## src/hw/cmsf_consts.svh

```systemverilog
`ifndef CMSF_CONSTS_SVH
`define CMSF_CONSTS_SVH
// ------------------------------------------------------------
// register byte offsets on the apb bus
// ------------------------------------------------------------
`define CMSF_OFS_ABORT 12'h000
`define CMSF_OFS_RX 12'h004
`define CMSF_OFS_REMOTE 12'h008
`define CMSF_OFS_IRQ_STAT 12'h00C
`define CMSF_OFS_IRQ_CLR 12'h010
`define CMSF_OFS_IRQ_EN 12'h014
// ------------------------------------------------------------
// reset values
// ------------------------------------------------------------
`define CMSF_FLAG_RST 16'h0000
`define CMSF_IRQ_EN_RST 16'h0000
`define CMSF_RDATA_RST 32'h0000_0000
// ------------------------------------------------------------
// field layouts; flag masks in mailbox order (bit n = mailbox n), irq bits by source
// ------------------------------------------------------------
`define CMSF_ABORT_KEEP 16'hFFFE
`define CMSF_ALL_KEEP 16'hFFFF
`define CMSF_IRQ_KEEP 16'h0007
`define CMSF_IRQ_ABORT 0
`define CMSF_IRQ_RX 1
`define CMSF_IRQ_REMOTE 2
// ------------------------------------------------------------
// bank indices
// ------------------------------------------------------------
`define CMSF_NUM_BANKS 4
`define CMSF_BANK_ABORT 0
`define CMSF_BANK_RX 1
`define CMSF_BANK_REMOTE 2
`define CMSF_BANK_IRQ 3
`endif

```

## src/hw/cmsf_pkg.sv

```systemverilog
package cmsf_pkg;
  // apb request from the master
  typedef struct packed {
    logic psel;
    logic penable;
    logic pwrite;
    logic [11:0] paddr;
    logic [31:0] pwdata;
  } cmsf_apb_req_t;
  // apb answer to the master
  typedef struct packed {
    logic [31:0] prdata;
    logic pready;
    logic pslverr;
  } cmsf_apb_rsp_t;
  // bus phase, one-hot
  typedef enum logic [1:0] {
    PH_IDLE = 2'b01,
    PH_ACCESS = 2'b10
  } cmsf_phase_t;
  // state of one flag bank
  typedef struct packed {
    logic [15:0] flags;
  } cmsf_bank_st_t;
  // state of the top module
  typedef struct packed {
    cmsf_phase_t phase;
    cmsf_apb_rsp_t rsp;
    logic [15:0] irq_en;
    logic irq;
    logic rx_irq;
    logic rem_irq;
    logic [15:0] tx_clear;
  } cmsf_top_st_t;
endpackage

```

## src/hw/cmsf_flag_bank.sv

```systemverilog
`timescale 1ns/1ns
`default_nettype none
`include "cmsf_consts.svh"
// sticky flag bank: hardware sets, software clears by writing 1
module cmsf_flag_bank (
  input wire logic sys_clk_i,
  input wire logic rst_i,
  input wire logic clk_en_i,
  input wire logic [15:0] keep_i,
  input wire logic [15:0] set_i,
  input wire logic [15:0] clr_i,
  output logic [15:0] flags_o,
  output logic [15:0] flags_nx_o
);
  cmsf_pkg::cmsf_bank_st_t st_reg; // flag storage
  cmsf_pkg::cmsf_bank_st_t st_next; // value after the next edge

  // ------------------------------------------------------------
  // next value
  // ------------------------------------------------------------
  // set is or-ed last so a same-cycle event survives the clear
  always_comb begin
    st_next = st_reg;
    st_next.flags = ((st_reg.flags & ~clr_i) | set_i) & keep_i;
  end

  // ------------------------------------------------------------
  // storage
  // ------------------------------------------------------------
  // frozen while the clock enable is low
  always_ff @(posedge sys_clk_i) begin
    if (rst_i) begin
      st_reg.flags <= `CMSF_FLAG_RST;
    end else if (clk_en_i) begin
      st_reg <= st_next;
    end
  end

  assign flags_o = st_reg.flags;
  // lets the parent register summaries in step with the flags
  assign flags_nx_o = clk_en_i ? st_next.flags : st_reg.flags;
endmodule // cmsf_flag_bank
`default_nettype wire

```

## src/hw/cmsf_top.sv

```systemverilog
`timescale 1ns/1ns
`default_nettype none
`include "cmsf_consts.svh"
// Notes on behaviour
// abort flag per mailbox 1..15, set on cancel
// abort bits 15..9 mb7..1, 7..0 mb15..8
// abort bit 8 reads 0, write 0
// abort flag held until written with 1
// receive flag per mailbox 0..15
// receive flag set on data or remote
// receive/remote bits 15..8 mb7..0, 7..0 mb15..8
// remote flag set on remote frame, W1C
// remote frame sets receive flag same cycle
// remote flag never set without receive flag
// all flags zero after reset
// transmit wait cleared on send or cancel
// receive irq flag clears when receive flags empty
// remote irq flag clears when remote flags empty
// hardware set wins over software clear
module cmsf_top (
  input wire logic sys_clk_i,
  input wire logic rst_i,
  input wire logic clk_en_i,
  input wire cmsf_pkg::cmsf_apb_req_t apb_req_i,
  input wire logic [15:0] abort_done_i,
  input wire logic [15:0] tx_done_i,
  input wire logic [15:0] rx_done_i,
  input wire logic [15:0] rx_remote_i,
  input wire logic [15:0] mailbox_irq_mask_i,
  output cmsf_pkg::cmsf_apb_rsp_t apb_rsp_o,
  output logic irq_o,
  output logic receive_message_irq_flag_o,
  output logic remote_frame_irq_flag_o,
  output logic [15:0] transmit_wait_clear_o
);
  // ------------------------------------------------------------
  // helpers
  // ------------------------------------------------------------
  // mailbox order to register order; the swap is its own inverse
  function automatic logic [15:0] mb_swap(input logic [15:0] v);
    mb_swap = {v[7:0], v[15:8]};
  endfunction

  // one-hot register hit, zero for an unmapped address
  function automatic logic [5:0] reg_hit(input logic [11:0] a);
    if (a == `CMSF_OFS_ABORT) begin
      reg_hit = 6'h01;
    end else if (a == `CMSF_OFS_RX) begin
      reg_hit = 6'h02;
    end else if (a == `CMSF_OFS_REMOTE) begin
      reg_hit = 6'h04;
    end else if (a == `CMSF_OFS_IRQ_STAT) begin
      reg_hit = 6'h08;
    end else if (a == `CMSF_OFS_IRQ_CLR) begin
      reg_hit = 6'h10;
    end else if (a == `CMSF_OFS_IRQ_EN) begin
      reg_hit = 6'h20;
    end else begin
      reg_hit = 6'h00;
    end
  endfunction

  // ------------------------------------------------------------
  // declarations
  // ------------------------------------------------------------
  cmsf_pkg::cmsf_top_st_t st_reg; // all top state
  cmsf_pkg::cmsf_top_st_t st_next; // its next value
  logic [15:0] set_v [`CMSF_NUM_BANKS]; // per bank set events
  logic [15:0] clr_v [`CMSF_NUM_BANKS]; // per bank w1c strobes
  logic [15:0] keep_v [`CMSF_NUM_BANKS]; // implemented bits
  logic [15:0] flg [`CMSF_NUM_BANKS]; // current flags
  logic [15:0] flg_nx [`CMSF_NUM_BANKS]; // flags after the edge
  logic [5:0] hit; // decoded address
  logic acc; // access edge of a transfer
  logic [15:0] abort_set; // abort completions, mailbox 1..15
  logic [15:0] rem_set; // remote frame completions
  logic [15:0] wdat; // low write half

  assign hit = reg_hit(apb_req_i.paddr);
  assign wdat = apb_req_i.pwdata[15:0];
  // the request is taken only at the edge where pready stands high
  assign acc = (st_reg.phase == cmsf_pkg::PH_ACCESS) && apb_req_i.psel && apb_req_i.penable;
  // mailbox 0 cannot transmit so it has no abort flag
  assign abort_set = abort_done_i & `CMSF_ABORT_KEEP;
  // a remote frame only counts as a completed reception
  assign rem_set = rx_done_i & rx_remote_i;

  // ------------------------------------------------------------
  // set and clear vectors of the four banks
  // ------------------------------------------------------------
  always_comb begin
    set_v[`CMSF_BANK_ABORT] = abort_set;
    // data and remote frames both complete a reception
    set_v[`CMSF_BANK_RX] = rx_done_i;
    set_v[`CMSF_BANK_REMOTE] = rem_set;
    set_v[`CMSF_BANK_IRQ] = 16'h0000;
    set_v[`CMSF_BANK_IRQ][`CMSF_IRQ_ABORT] = |abort_set;
    set_v[`CMSF_BANK_IRQ][`CMSF_IRQ_RX] = |rx_done_i;
    set_v[`CMSF_BANK_IRQ][`CMSF_IRQ_REMOTE] = |rem_set;
    keep_v[`CMSF_BANK_ABORT] = `CMSF_ABORT_KEEP;
    keep_v[`CMSF_BANK_RX] = `CMSF_ALL_KEEP;
    keep_v[`CMSF_BANK_REMOTE] = `CMSF_ALL_KEEP;
    keep_v[`CMSF_BANK_IRQ] = `CMSF_IRQ_KEEP;
    // writing 1 clears, 0 leaves alone; swap brings bits to mailbox order
    clr_v[`CMSF_BANK_ABORT] = (acc && apb_req_i.pwrite && hit[0]) ? mb_swap(wdat) : 16'h0000;
    clr_v[`CMSF_BANK_RX] = (acc && apb_req_i.pwrite && hit[1]) ? mb_swap(wdat) : 16'h0000;
    clr_v[`CMSF_BANK_REMOTE] = (acc && apb_req_i.pwrite && hit[2]) ? mb_swap(wdat) : 16'h0000;
    clr_v[`CMSF_BANK_IRQ] = (acc && apb_req_i.pwrite && hit[4]) ? wdat : 16'h0000;
  end

  // ------------------------------------------------------------
  // flag banks
  // ------------------------------------------------------------
  // set beats clear inside each bank
  for (genvar b = 0; b < `CMSF_NUM_BANKS; b++) begin : g_bank
    cmsf_flag_bank u_bank (
      .sys_clk_i(sys_clk_i),
      .rst_i(rst_i),
      .clk_en_i(clk_en_i),
      .keep_i(keep_v[b]),
      .set_i(set_v[b]),
      .clr_i(clr_v[b]),
      .flags_o(flg[b]),
      .flags_nx_o(flg_nx[b])
    );
  end

  // ------------------------------------------------------------
  // bus phase, read mux and summaries
  // ------------------------------------------------------------
  always_comb begin
    st_next = st_reg;
    case (st_reg.phase)
      cmsf_pkg::PH_IDLE: begin
        st_next.rsp.pready = 1'b0;
        st_next.rsp.pslverr = 1'b0;
        // setup cycle: answer is ready at the first access edge
        if (apb_req_i.psel && !apb_req_i.penable) begin
          st_next.phase = cmsf_pkg::PH_ACCESS;
          st_next.rsp.pready = 1'b1;
          st_next.rsp.pslverr = (hit == 6'h00);
          st_next.rsp.prdata = `CMSF_RDATA_RST;
          // reserved and unmapped bits read as zero
          if (!apb_req_i.pwrite) begin
            if (hit[0]) begin
              st_next.rsp.prdata[15:0] = mb_swap(flg[`CMSF_BANK_ABORT]);
            end else if (hit[1]) begin
              st_next.rsp.prdata[15:0] = mb_swap(flg[`CMSF_BANK_RX]);
            end else if (hit[2]) begin
              st_next.rsp.prdata[15:0] = mb_swap(flg[`CMSF_BANK_REMOTE]);
            end else if (hit[3]) begin
              st_next.rsp.prdata[15:0] = flg[`CMSF_BANK_IRQ];
            end else if (hit[5]) begin
              st_next.rsp.prdata[15:0] = st_reg.irq_en;
            end
          end
        end
      end
      cmsf_pkg::PH_ACCESS: begin
        // transfer ends here; the write strobes fire this edge
        if (acc) begin
          st_next.phase = cmsf_pkg::PH_IDLE;
          st_next.rsp.pready = 1'b0;
          st_next.rsp.pslverr = 1'b0;
          if (apb_req_i.pwrite && hit[5]) begin
            st_next.irq_en = wdat & `CMSF_IRQ_KEEP;
          end
        end
      end
      default: begin
        st_next.phase = cmsf_pkg::PH_IDLE;
      end
    endcase
    // pulse for the transmit wait register beside this block
    st_next.tx_clear = (tx_done_i | abort_done_i) & `CMSF_ABORT_KEEP;
    // summary irq follows the flags after this edge
    st_next.irq = |(flg_nx[`CMSF_BANK_IRQ] & st_next.irq_en);
    // set by unmasked receptions, dropped only once all flags are gone
    st_next.rx_irq = (st_reg.rx_irq | (|(rx_done_i & ~mailbox_irq_mask_i)))
                     & (|flg_nx[`CMSF_BANK_RX]);
    st_next.rem_irq = (st_reg.rem_irq | (|(rem_set & ~mailbox_irq_mask_i)))
                      & (|flg_nx[`CMSF_BANK_REMOTE]);
  end

  // ------------------------------------------------------------
  // state register
  // ------------------------------------------------------------
  // synchronous reset; clock enable freezes everything
  always_ff @(posedge sys_clk_i) begin
    if (rst_i) begin
      st_reg.phase <= cmsf_pkg::PH_IDLE;
      st_reg.rsp.prdata <= `CMSF_RDATA_RST;
      st_reg.rsp.pready <= 1'b0;
      st_reg.rsp.pslverr <= 1'b0;
      st_reg.irq_en <= `CMSF_IRQ_EN_RST;
      st_reg.irq <= 1'b0;
      st_reg.rx_irq <= 1'b0;
      st_reg.rem_irq <= 1'b0;
      st_reg.tx_clear <= `CMSF_FLAG_RST;
    end else if (clk_en_i) begin
      st_reg <= st_next;
    end
  end

  // ------------------------------------------------------------
  // outputs, all straight from flip-flops
  // ------------------------------------------------------------
  assign apb_rsp_o = st_reg.rsp;
  assign irq_o = st_reg.irq;
  assign receive_message_irq_flag_o = st_reg.rx_irq;
  assign remote_frame_irq_flag_o = st_reg.rem_irq;
  assign transmit_wait_clear_o = st_reg.tx_clear;
endmodule // cmsf_top
`default_nettype wire

```

## config.mk

```make
export PLATFORM = sky130hd
export DESIGN_NAME = cmsf_top
export DESIGN_NICKNAME = d
export VERILOG_FILES = /design/src/hw/cmsf_pkg.sv /design/src/hw/cmsf_flag_bank.sv /design/src/hw/cmsf_top.sv
export VERILOG_INCLUDE_DIRS = /design/src /design/src/hw
export SDC_FILE = /design/constraint.sdc
export NUM_CORES = 1
export LEC_CHECK = 0
export BUFFER_PORTS_ARGS = -buffer_cell sky130_fd_sc_hd__buf_2
export CORE_AREA = 5 5 161 116
export CTS_CLUSTER_DIAMETER = 80
export DETAILED_ROUTE_END_ITERATION = 6
export DIE_AREA = 0 0 166 121
export PLACE_DENSITY = 0.6
export SYNTH_ARGS = -nofsm -noshare
export SYNTH_HDL_FRONTEND = slang
export SYNTH_SLANG_ARGS = --single-unit
```

## constraint.sdc

```tcl
create_clock -name sys_clk_i -period 3.57 [get_ports sys_clk_i]
set_input_delay 0 -clock sys_clk_i [delete_from_list [all_inputs] [get_ports sys_clk_i]]
set_output_delay 0 -clock sys_clk_i [all_outputs]
set_load 0.05 [all_outputs]
```

**After elaboration in Yosys (flattened, before gate mapping)**

Index checks and enable logic that the tools add are counted.

- Equal/unequal tests: 9
- Muxes and demuxes: 26
- Bitwise logic cells: 22
- Reduce and logical (&&, ||, !) cells: 24

Operators with widths:

| kind | number |
|---|---|
| $mux 16 | 14 |
| $and 16x16->16 | 7 |
| $reduce_or 16->1 | 7 |
| $not 16->16 | 4 |
| $or 16x16->16 | 4 |
| $mux 36 | 1 |
| $mux 6 | 6 |
| $eq 12x4->1 const B | 2 |
| $eq 12x5->1 const B | 2 |
| $mux 18 | 1 |
| $reduce_or 15->1 | 1 |
| $eq 12x3->1 const B | 1 |
| $logic_not 12->1 | 1 |
| $logic_and 1x1->1 | 9 |
| $reduce_and 3->1 | 3 |
| $pmux 2 s2 | 2 |
| $logic_not 6->1 | 1 |
| $ne 2x2->1 const B | 2 |
| $and 3x3->3 | 1 |
| $mux 3 | 1 |
| $not 3->3 | 1 |
| $or 3x3->3 | 1 |
| $and 1x1->1 | 2 |
| $eq 2x1->1 const B | 1 |
| 5 further kinds | 6 |

- Register bits: 117
- Output and inout port bits: 53
- Logic and storage cells: 94

**Logic depth before layout (Yosys ltp)**

- Depth after elaboration: 15
- Depth in mapped cells: 9
- Depth with buffers taken out: 6

**Hierarchy**

Synthesis repeated with hierarchy kept, for this count alone.

- Cell total of the unflattened synthesis: 974
- Area, all modules: 7,508.5 µm²

By module, submodules not included:

| module | times used | cells an instance | area an instance (µm²) | sequential area each (µm²) |
|---|---|---|---|---|
| cmsf_top | 1 | 566 | 4,245.3 | 1,081.0 |
| cmsf_flag_bank | 4 | 102 | 815.8 | 320.3 |

**Worst setup path after synthesis**

OpenSTA, ideal clock, no wires.

- Path kind: input-to-reg
- From: in apb_req_i[39] (netlist bit)
- To: reg st_reg (netlist bit remote_frame_irq_flag_o)
- Arrival: 2.444 ns
- Slack: 1.006 ns
- Stages on the path: 7
- Path through: or4_4 or4_4 buf_6 o31a_1 or3_1 or4b_1 o31a_1

- Word-level cells in the longest chain between the ends: 14
- Elaborated cells between the ends (all ways): 18
- Those cells by class: 4 x eq/ne; 7 x mux; 4 x bitwise; 3 x reduce/logical

RTL lines:

| item | line | source |
|---|---|---|
| start, declared | cmsf_top.sv:24 | `input wire cmsf_pkg::cmsf_apb_req_t apb_req_i,` |
| $eq 12x5->1 (no line) | -- |  |
| $mux 6 | cmsf_top.sv:54 | `` end else if (a == `CMSF_OFS_IRQ_CLR) begin `` |
| $mux 6 | cmsf_top.sv:52 | `` end else if (a == `CMSF_OFS_IRQ_STAT) begin `` |
| $mux 6 | cmsf_top.sv:50 | `` end else if (a == `CMSF_OFS_REMOTE) begin `` |
| $mux 6 | cmsf_top.sv:48 | `` end else if (a == `CMSF_OFS_RX) begin `` |
| $mux 6 * | cmsf_top.sv:46 | `` if (a == `CMSF_OFS_ABORT) begin `` |
| $logic_and 1x1->1 * | cmsf_top.sv:107 | `` clr_v[`CMSF_BANK_REMOTE] = (acc && apb_req_i.pwrite && hit[2]) ? mb_swap(wdat) : 16'h0000; `` |
| $mux 16 * | cmsf_top.sv:107 |  |
| $not 16->16 * | cmsf_flag_bank.sv:24 | `st_next.flags = ((st_reg.flags & ~clr_i) \| set_i) & keep_i;` |
| $and 16x16->16 * | cmsf_flag_bank.sv:24 |  |
| $or 16x16->16 * | cmsf_flag_bank.sv:24 |  |
| $mux 16 * | cmsf_flag_bank.sv:41 | `assign flags_nx_o = clk_en_i ? st_next.flags : st_reg.flags;` |
| $reduce_or 16->1 * | cmsf_top.sv:182 | `` & (\|flg_nx[`CMSF_BANK_REMOTE]); `` |
| $and 1x1->1 * | cmsf_top.sv:181 | `st_next.rem_irq = (st_reg.rem_irq \| (\|(rem_set & ~mailbox_irq_mask_i)))` |
| end signal, assigned | cmsf_top.sv:201 | `st_reg <= st_next;` |
| end, declared | cmsf_top.sv:66 | `cmsf_pkg::cmsf_top_st_t st_reg;` |

Mark *: on every way between the ends. The rest lies on a longest branch, timed or not.
A chain may end at the register's enable or synchronous reset.

**Final worst setup path**

- From: reg st_reg[69] (netlist bit)
- To: reg g_bank[1].u_bank.st_reg (netlist bit g_bank[1].u_bank.flags_o[5])

- Word-level cells in the longest chain between the ends: 10

RTL lines:

| item | line | source |
|---|---|---|
| $eq 2x2->1 | cmsf_top.sv:82 | `assign acc = (st_reg.phase == cmsf_pkg::PH_ACCESS) && apb_req_i.psel && apb_req_i.penable;` |
| $logic_and 1x1->1 (2 in series) | cmsf_top.sv:82 |  |
| $logic_and 1x1->1 (2 in series) | cmsf_top.sv:106 | `` clr_v[`CMSF_BANK_RX] = (acc && apb_req_i.pwrite && hit[1]) ? mb_swap(wdat) : 16'h0000; `` |
| $mux 16 | cmsf_top.sv:106 |  |
| $not 16->16 | cmsf_flag_bank.sv:24 |  |
| $and 16x16->16 | cmsf_flag_bank.sv:24 |  |
| $or 16x16->16 | cmsf_flag_bank.sv:24 |  |
| $mux 16 | -- |  |
| end signal, assigned | cmsf_flag_bank.sv:35 | `st_reg <= st_next;` |
| end, declared | cmsf_flag_bank.sv:15 | `cmsf_pkg::cmsf_bank_st_t st_reg;` |

Every way passes these cells.

==> impl_results.md <==
* Die height at ~120 microns
* Dominant synthesized flop cell: dfxtp_1
* Slew headroom at between 30 and 40%
* H-tree depth at 4
* Clock latency at the later pin of the worst-skew pair at about 420 ps
* Vias in the first global route at roughly 5900
* Synth Cell Area at between 0.005 and 0.006 sq mm
* Reg2reg end: g_bank[1].u_bank.flags_o[5]
* ANT nets after route at 0
* Max Buffers Root-to-Sink at 2
* RSZ-0062 raised after global routing: no
* CP endpoint kind: flop
* Hold/Removal Path Class: primary input to flop
* DP HPWL at 16.3 mm
* FF-to-FF path depth at 8
* Crit path arrival time at about 3300 ps
* Max cap viols at 0
* Wire per inst at between 15 and 20 microns
* Max incr delay on CP at roughly 720 ps
* Async SR Flop Fraction at 0%
* Min-Delay Path Depth at 4
* Final hold violations at 0
* Effective utilization at floorplan at 34.4%
* Fillers at about 1700
* WL final at 22.5 mm
* Vias/cell at around 5.4
* Clk sinks at ~120
* Worst path required time at just under 4000 ps
* Largest register FFs at between 60 and 70
* Top-Level Pins at 183
* Peak supply drop at 0.375 mV
* Total negative slack at 0 ps
* RR Startpoint: st_reg[69]
* Seq/Total Area, Yosys at around 40%
* Die X at 166 microns
* Number of port buffers at about 150
* Max Fclk at roughly 0.33 GHz
* First-pass GRT wire length at between 30 and 40 mm
* Fin crit period at around 3000 ps
* Final period util at a little over four fifths
* Setup slack after layout at 549 ps
* Core box area at between 0.015 and 0.02 sq mm
* Drc violations at 0
* Yosys warnings at 0
* Initial DRC Count at 735
* DR vias at around 6300
* 1st-pass router iterations at 6
* Library cells used by synthesis at 57
* Power Density at 466 mW/mm^2
* Layout cells sized above 1 at ~22%
* Hold endpoint: g_bank[2].u_bank.flags_o[2]
* Critical path type: flop to flop
* Synth Instances at 730
* Startpoint types: flop
* CP Max Fanout at 9
* Gr usage total at about 22%
* Register bit total from synthesis at 117
* Max Slew Vio Count at 0
* Worst path cell trace: nand4b_1 -> nor3_1 -> buf_4 -> and2_1 -> nand2_1 -> a22oi_1 -> dlygate4sd3_1 -> nor2_1
* Clock transition at path regs at about 60 ps
* CTS tree: yes
* Nets at 1039
* Setup slack, reg-to-reg at 550 ps
* Finish-stage setup viols at 0
* Place WS at 671 ps
* Slowest cell on the critical path: nor3_1
* Post-route clock skew at between 7 and 8 ps
* Total global routing overflow at 0
* Hold Path Origin: apb_req_i[10]
* Initial antenna violation count at 0
* Root Driver: clkbuf_16
* Number of flops mapped to enable cells by yosys at 0
* Leakage at approximately 0.0032 uW
* Post-CTS sizing at 0
* Routability cong. at between 0.9 and 1
* Worst-margin pin slew at 991 ps
* Syn avg cell area at roughly 8.0 sq um
* Pin count of the biggest net entering global routing at 56
* TritonCTS buffer count at 17
* Synth-to-Final Area Change at 35.1%
* Std cell rows at 40
* Outcome: complete, no violations
* Diodes inserted at 0
* Layout Utilization at 46.4%
* Die footprint at ~0.02 sq mm
cells by family (layout without fill, tap and decap cells):
logic type	count (synthesis)	count (layout)	synth area share (%)
compound gates	191	191	23.0
simple gates	298	298	24.7
other cells	1	17	0.0643
mux	7	7	1.20
buf+inv	116	292	10.8
flops	117	117	40.2
cells in the final DEF, fill, tap and decap left out, types with 12 or more instances in the layout:
cell type,netlist,layout
o22ai_1,12,12
dfxtp_1,117,117
or3_1,14,14
nor2_1,84,84
nand3_1,16,16
inv_1,22,22
clkbuf_16,0,17
a21oi_1,39,39
a211oi_1,16,16
nand2_1,85,85
conb_1,1,17
o21ai_0,23,23
buf_4,50,12
dlygate4sd3_1,0,78
nor3_1,14,14
and2_1,27,27
a22oi_1,25,25
buf_2,1,147
critical path, delay by kind of cell (launching register included):
| kind | cells | cell delay [ps] |
|---|---|---|
| flip-flops | 1 | 390 |
| buffers and inverters | 2 | 890 |
| AO/OA/AOI/OAI | 1 | 200 |
| AND/OR/NAND/NOR | 5 | 1420 |
metal layers:
layer	global-route usage [%]	up-vias	wire length, microns
li1	-	2930	-
met1	31.9	2919	10400
met2	30.7	375	9140
met3	6.87	33	2670
met4	4.79	0	280
met5	0	-	0
cells in the mapped netlist, drive strengths merged (3+ instances only):
library cell  instances  share of area (%)
and2                 27                2.9
nand3b                5               0.64
o31a                  3               0.45
nor2                 84                5.4
a21oi                40                3.5
nand2                85                5.5
or3                  14                1.5
nand4                 6               0.64
o32ai                 8                1.2
inv                  22                1.4
a22oi                25                3.2
a41oi                 6               0.90
clkbuf               35                2.3
o22ai                12                1.3
nor2b                11                1.2
a211oi               16                2.1
nor3                 14                1.2
a22o                  4               0.60
mux2i                 7                1.2
nand3                16                1.4
nand2b                6               0.64
o221ai                9                1.4
o211ai                7               0.90
a221oi               11                1.7
dfxtp               117                 40
a31oi                 3               0.32
nor4                 13                1.4
o21ba                 3               0.51
o2bb2ai               4               0.60
or4                   7                1.0
a21boi                3               0.39
buf                  59                7.2
o21ai                23                2.0
what timing repair did:
action | CTS | global route
hold endpoints to repair | 49 | 0
hold buffers | 78 | 0
buffers inserted | 0 | 0
worst max-delay path by stage:
stage | start | to | slack [ps] | depth (start not counted)
floorplan | apb_req_i[39] | remote_frame_irq_flag_o | 1010 | 7
global placement | apb_req_i[39] | remote_frame_irq_flag_o | 690 | 7
detailed placement | apb_req_i[39] | remote_frame_irq_flag_o | 670 | 7
CTS | st_reg[69] | g_bank[1].u_bank.flags_o[5] | 690 | 8
global route | st_reg[69] | g_bank[1].u_bank.flags_o[5] | 430 | 8
finish | st_reg[69] | g_bank[1].u_bank.flags_o[5] | 550 | 8
power breakdown:
group / switching [uW] / leakage, uW / internal (uW) / total [uW]
Clock: 656 / 0.000294 / 1070 / 1730
Sequential: 40.4 / 0.000959 / 1360 / 1400
Combinational: 330 / 0.00199 / 212 / 542
Total: 1030 / 0.00325 / 2640 / 3670
stage by stage:
stage / hold WS, ps / total power [uW] / std cells / cell area (sq um)
floorplan: 145 / 1720 / 746 / 5890
global placement: 295 / 1880 / 1043 / 6500
detailed placement: 296 / 1880 / 1043 / 6500
CTS: 3.83 / 3670 / 1153 / 7880
global route: 27.9 / 3780 / 1153 / 7880
finish: 11.2 / 3670 / 1153 / 7880
final cells by class:
class / count / area (sq um) / share of cell area, %
multi-input combinational: 513 / 2940 / 37.3
sequential: 117 / 2340 / 29.7
timing repair buffer: 238 / 1630 / 20.6
clock buffer: 19 / 453 / 5.75
tap: 231 / 289 / 3.67
clock inverter: 13 / 148 / 1.87
inverter: 22 / 82.6 / 1.05
Power figures use the tool's default switching activity.
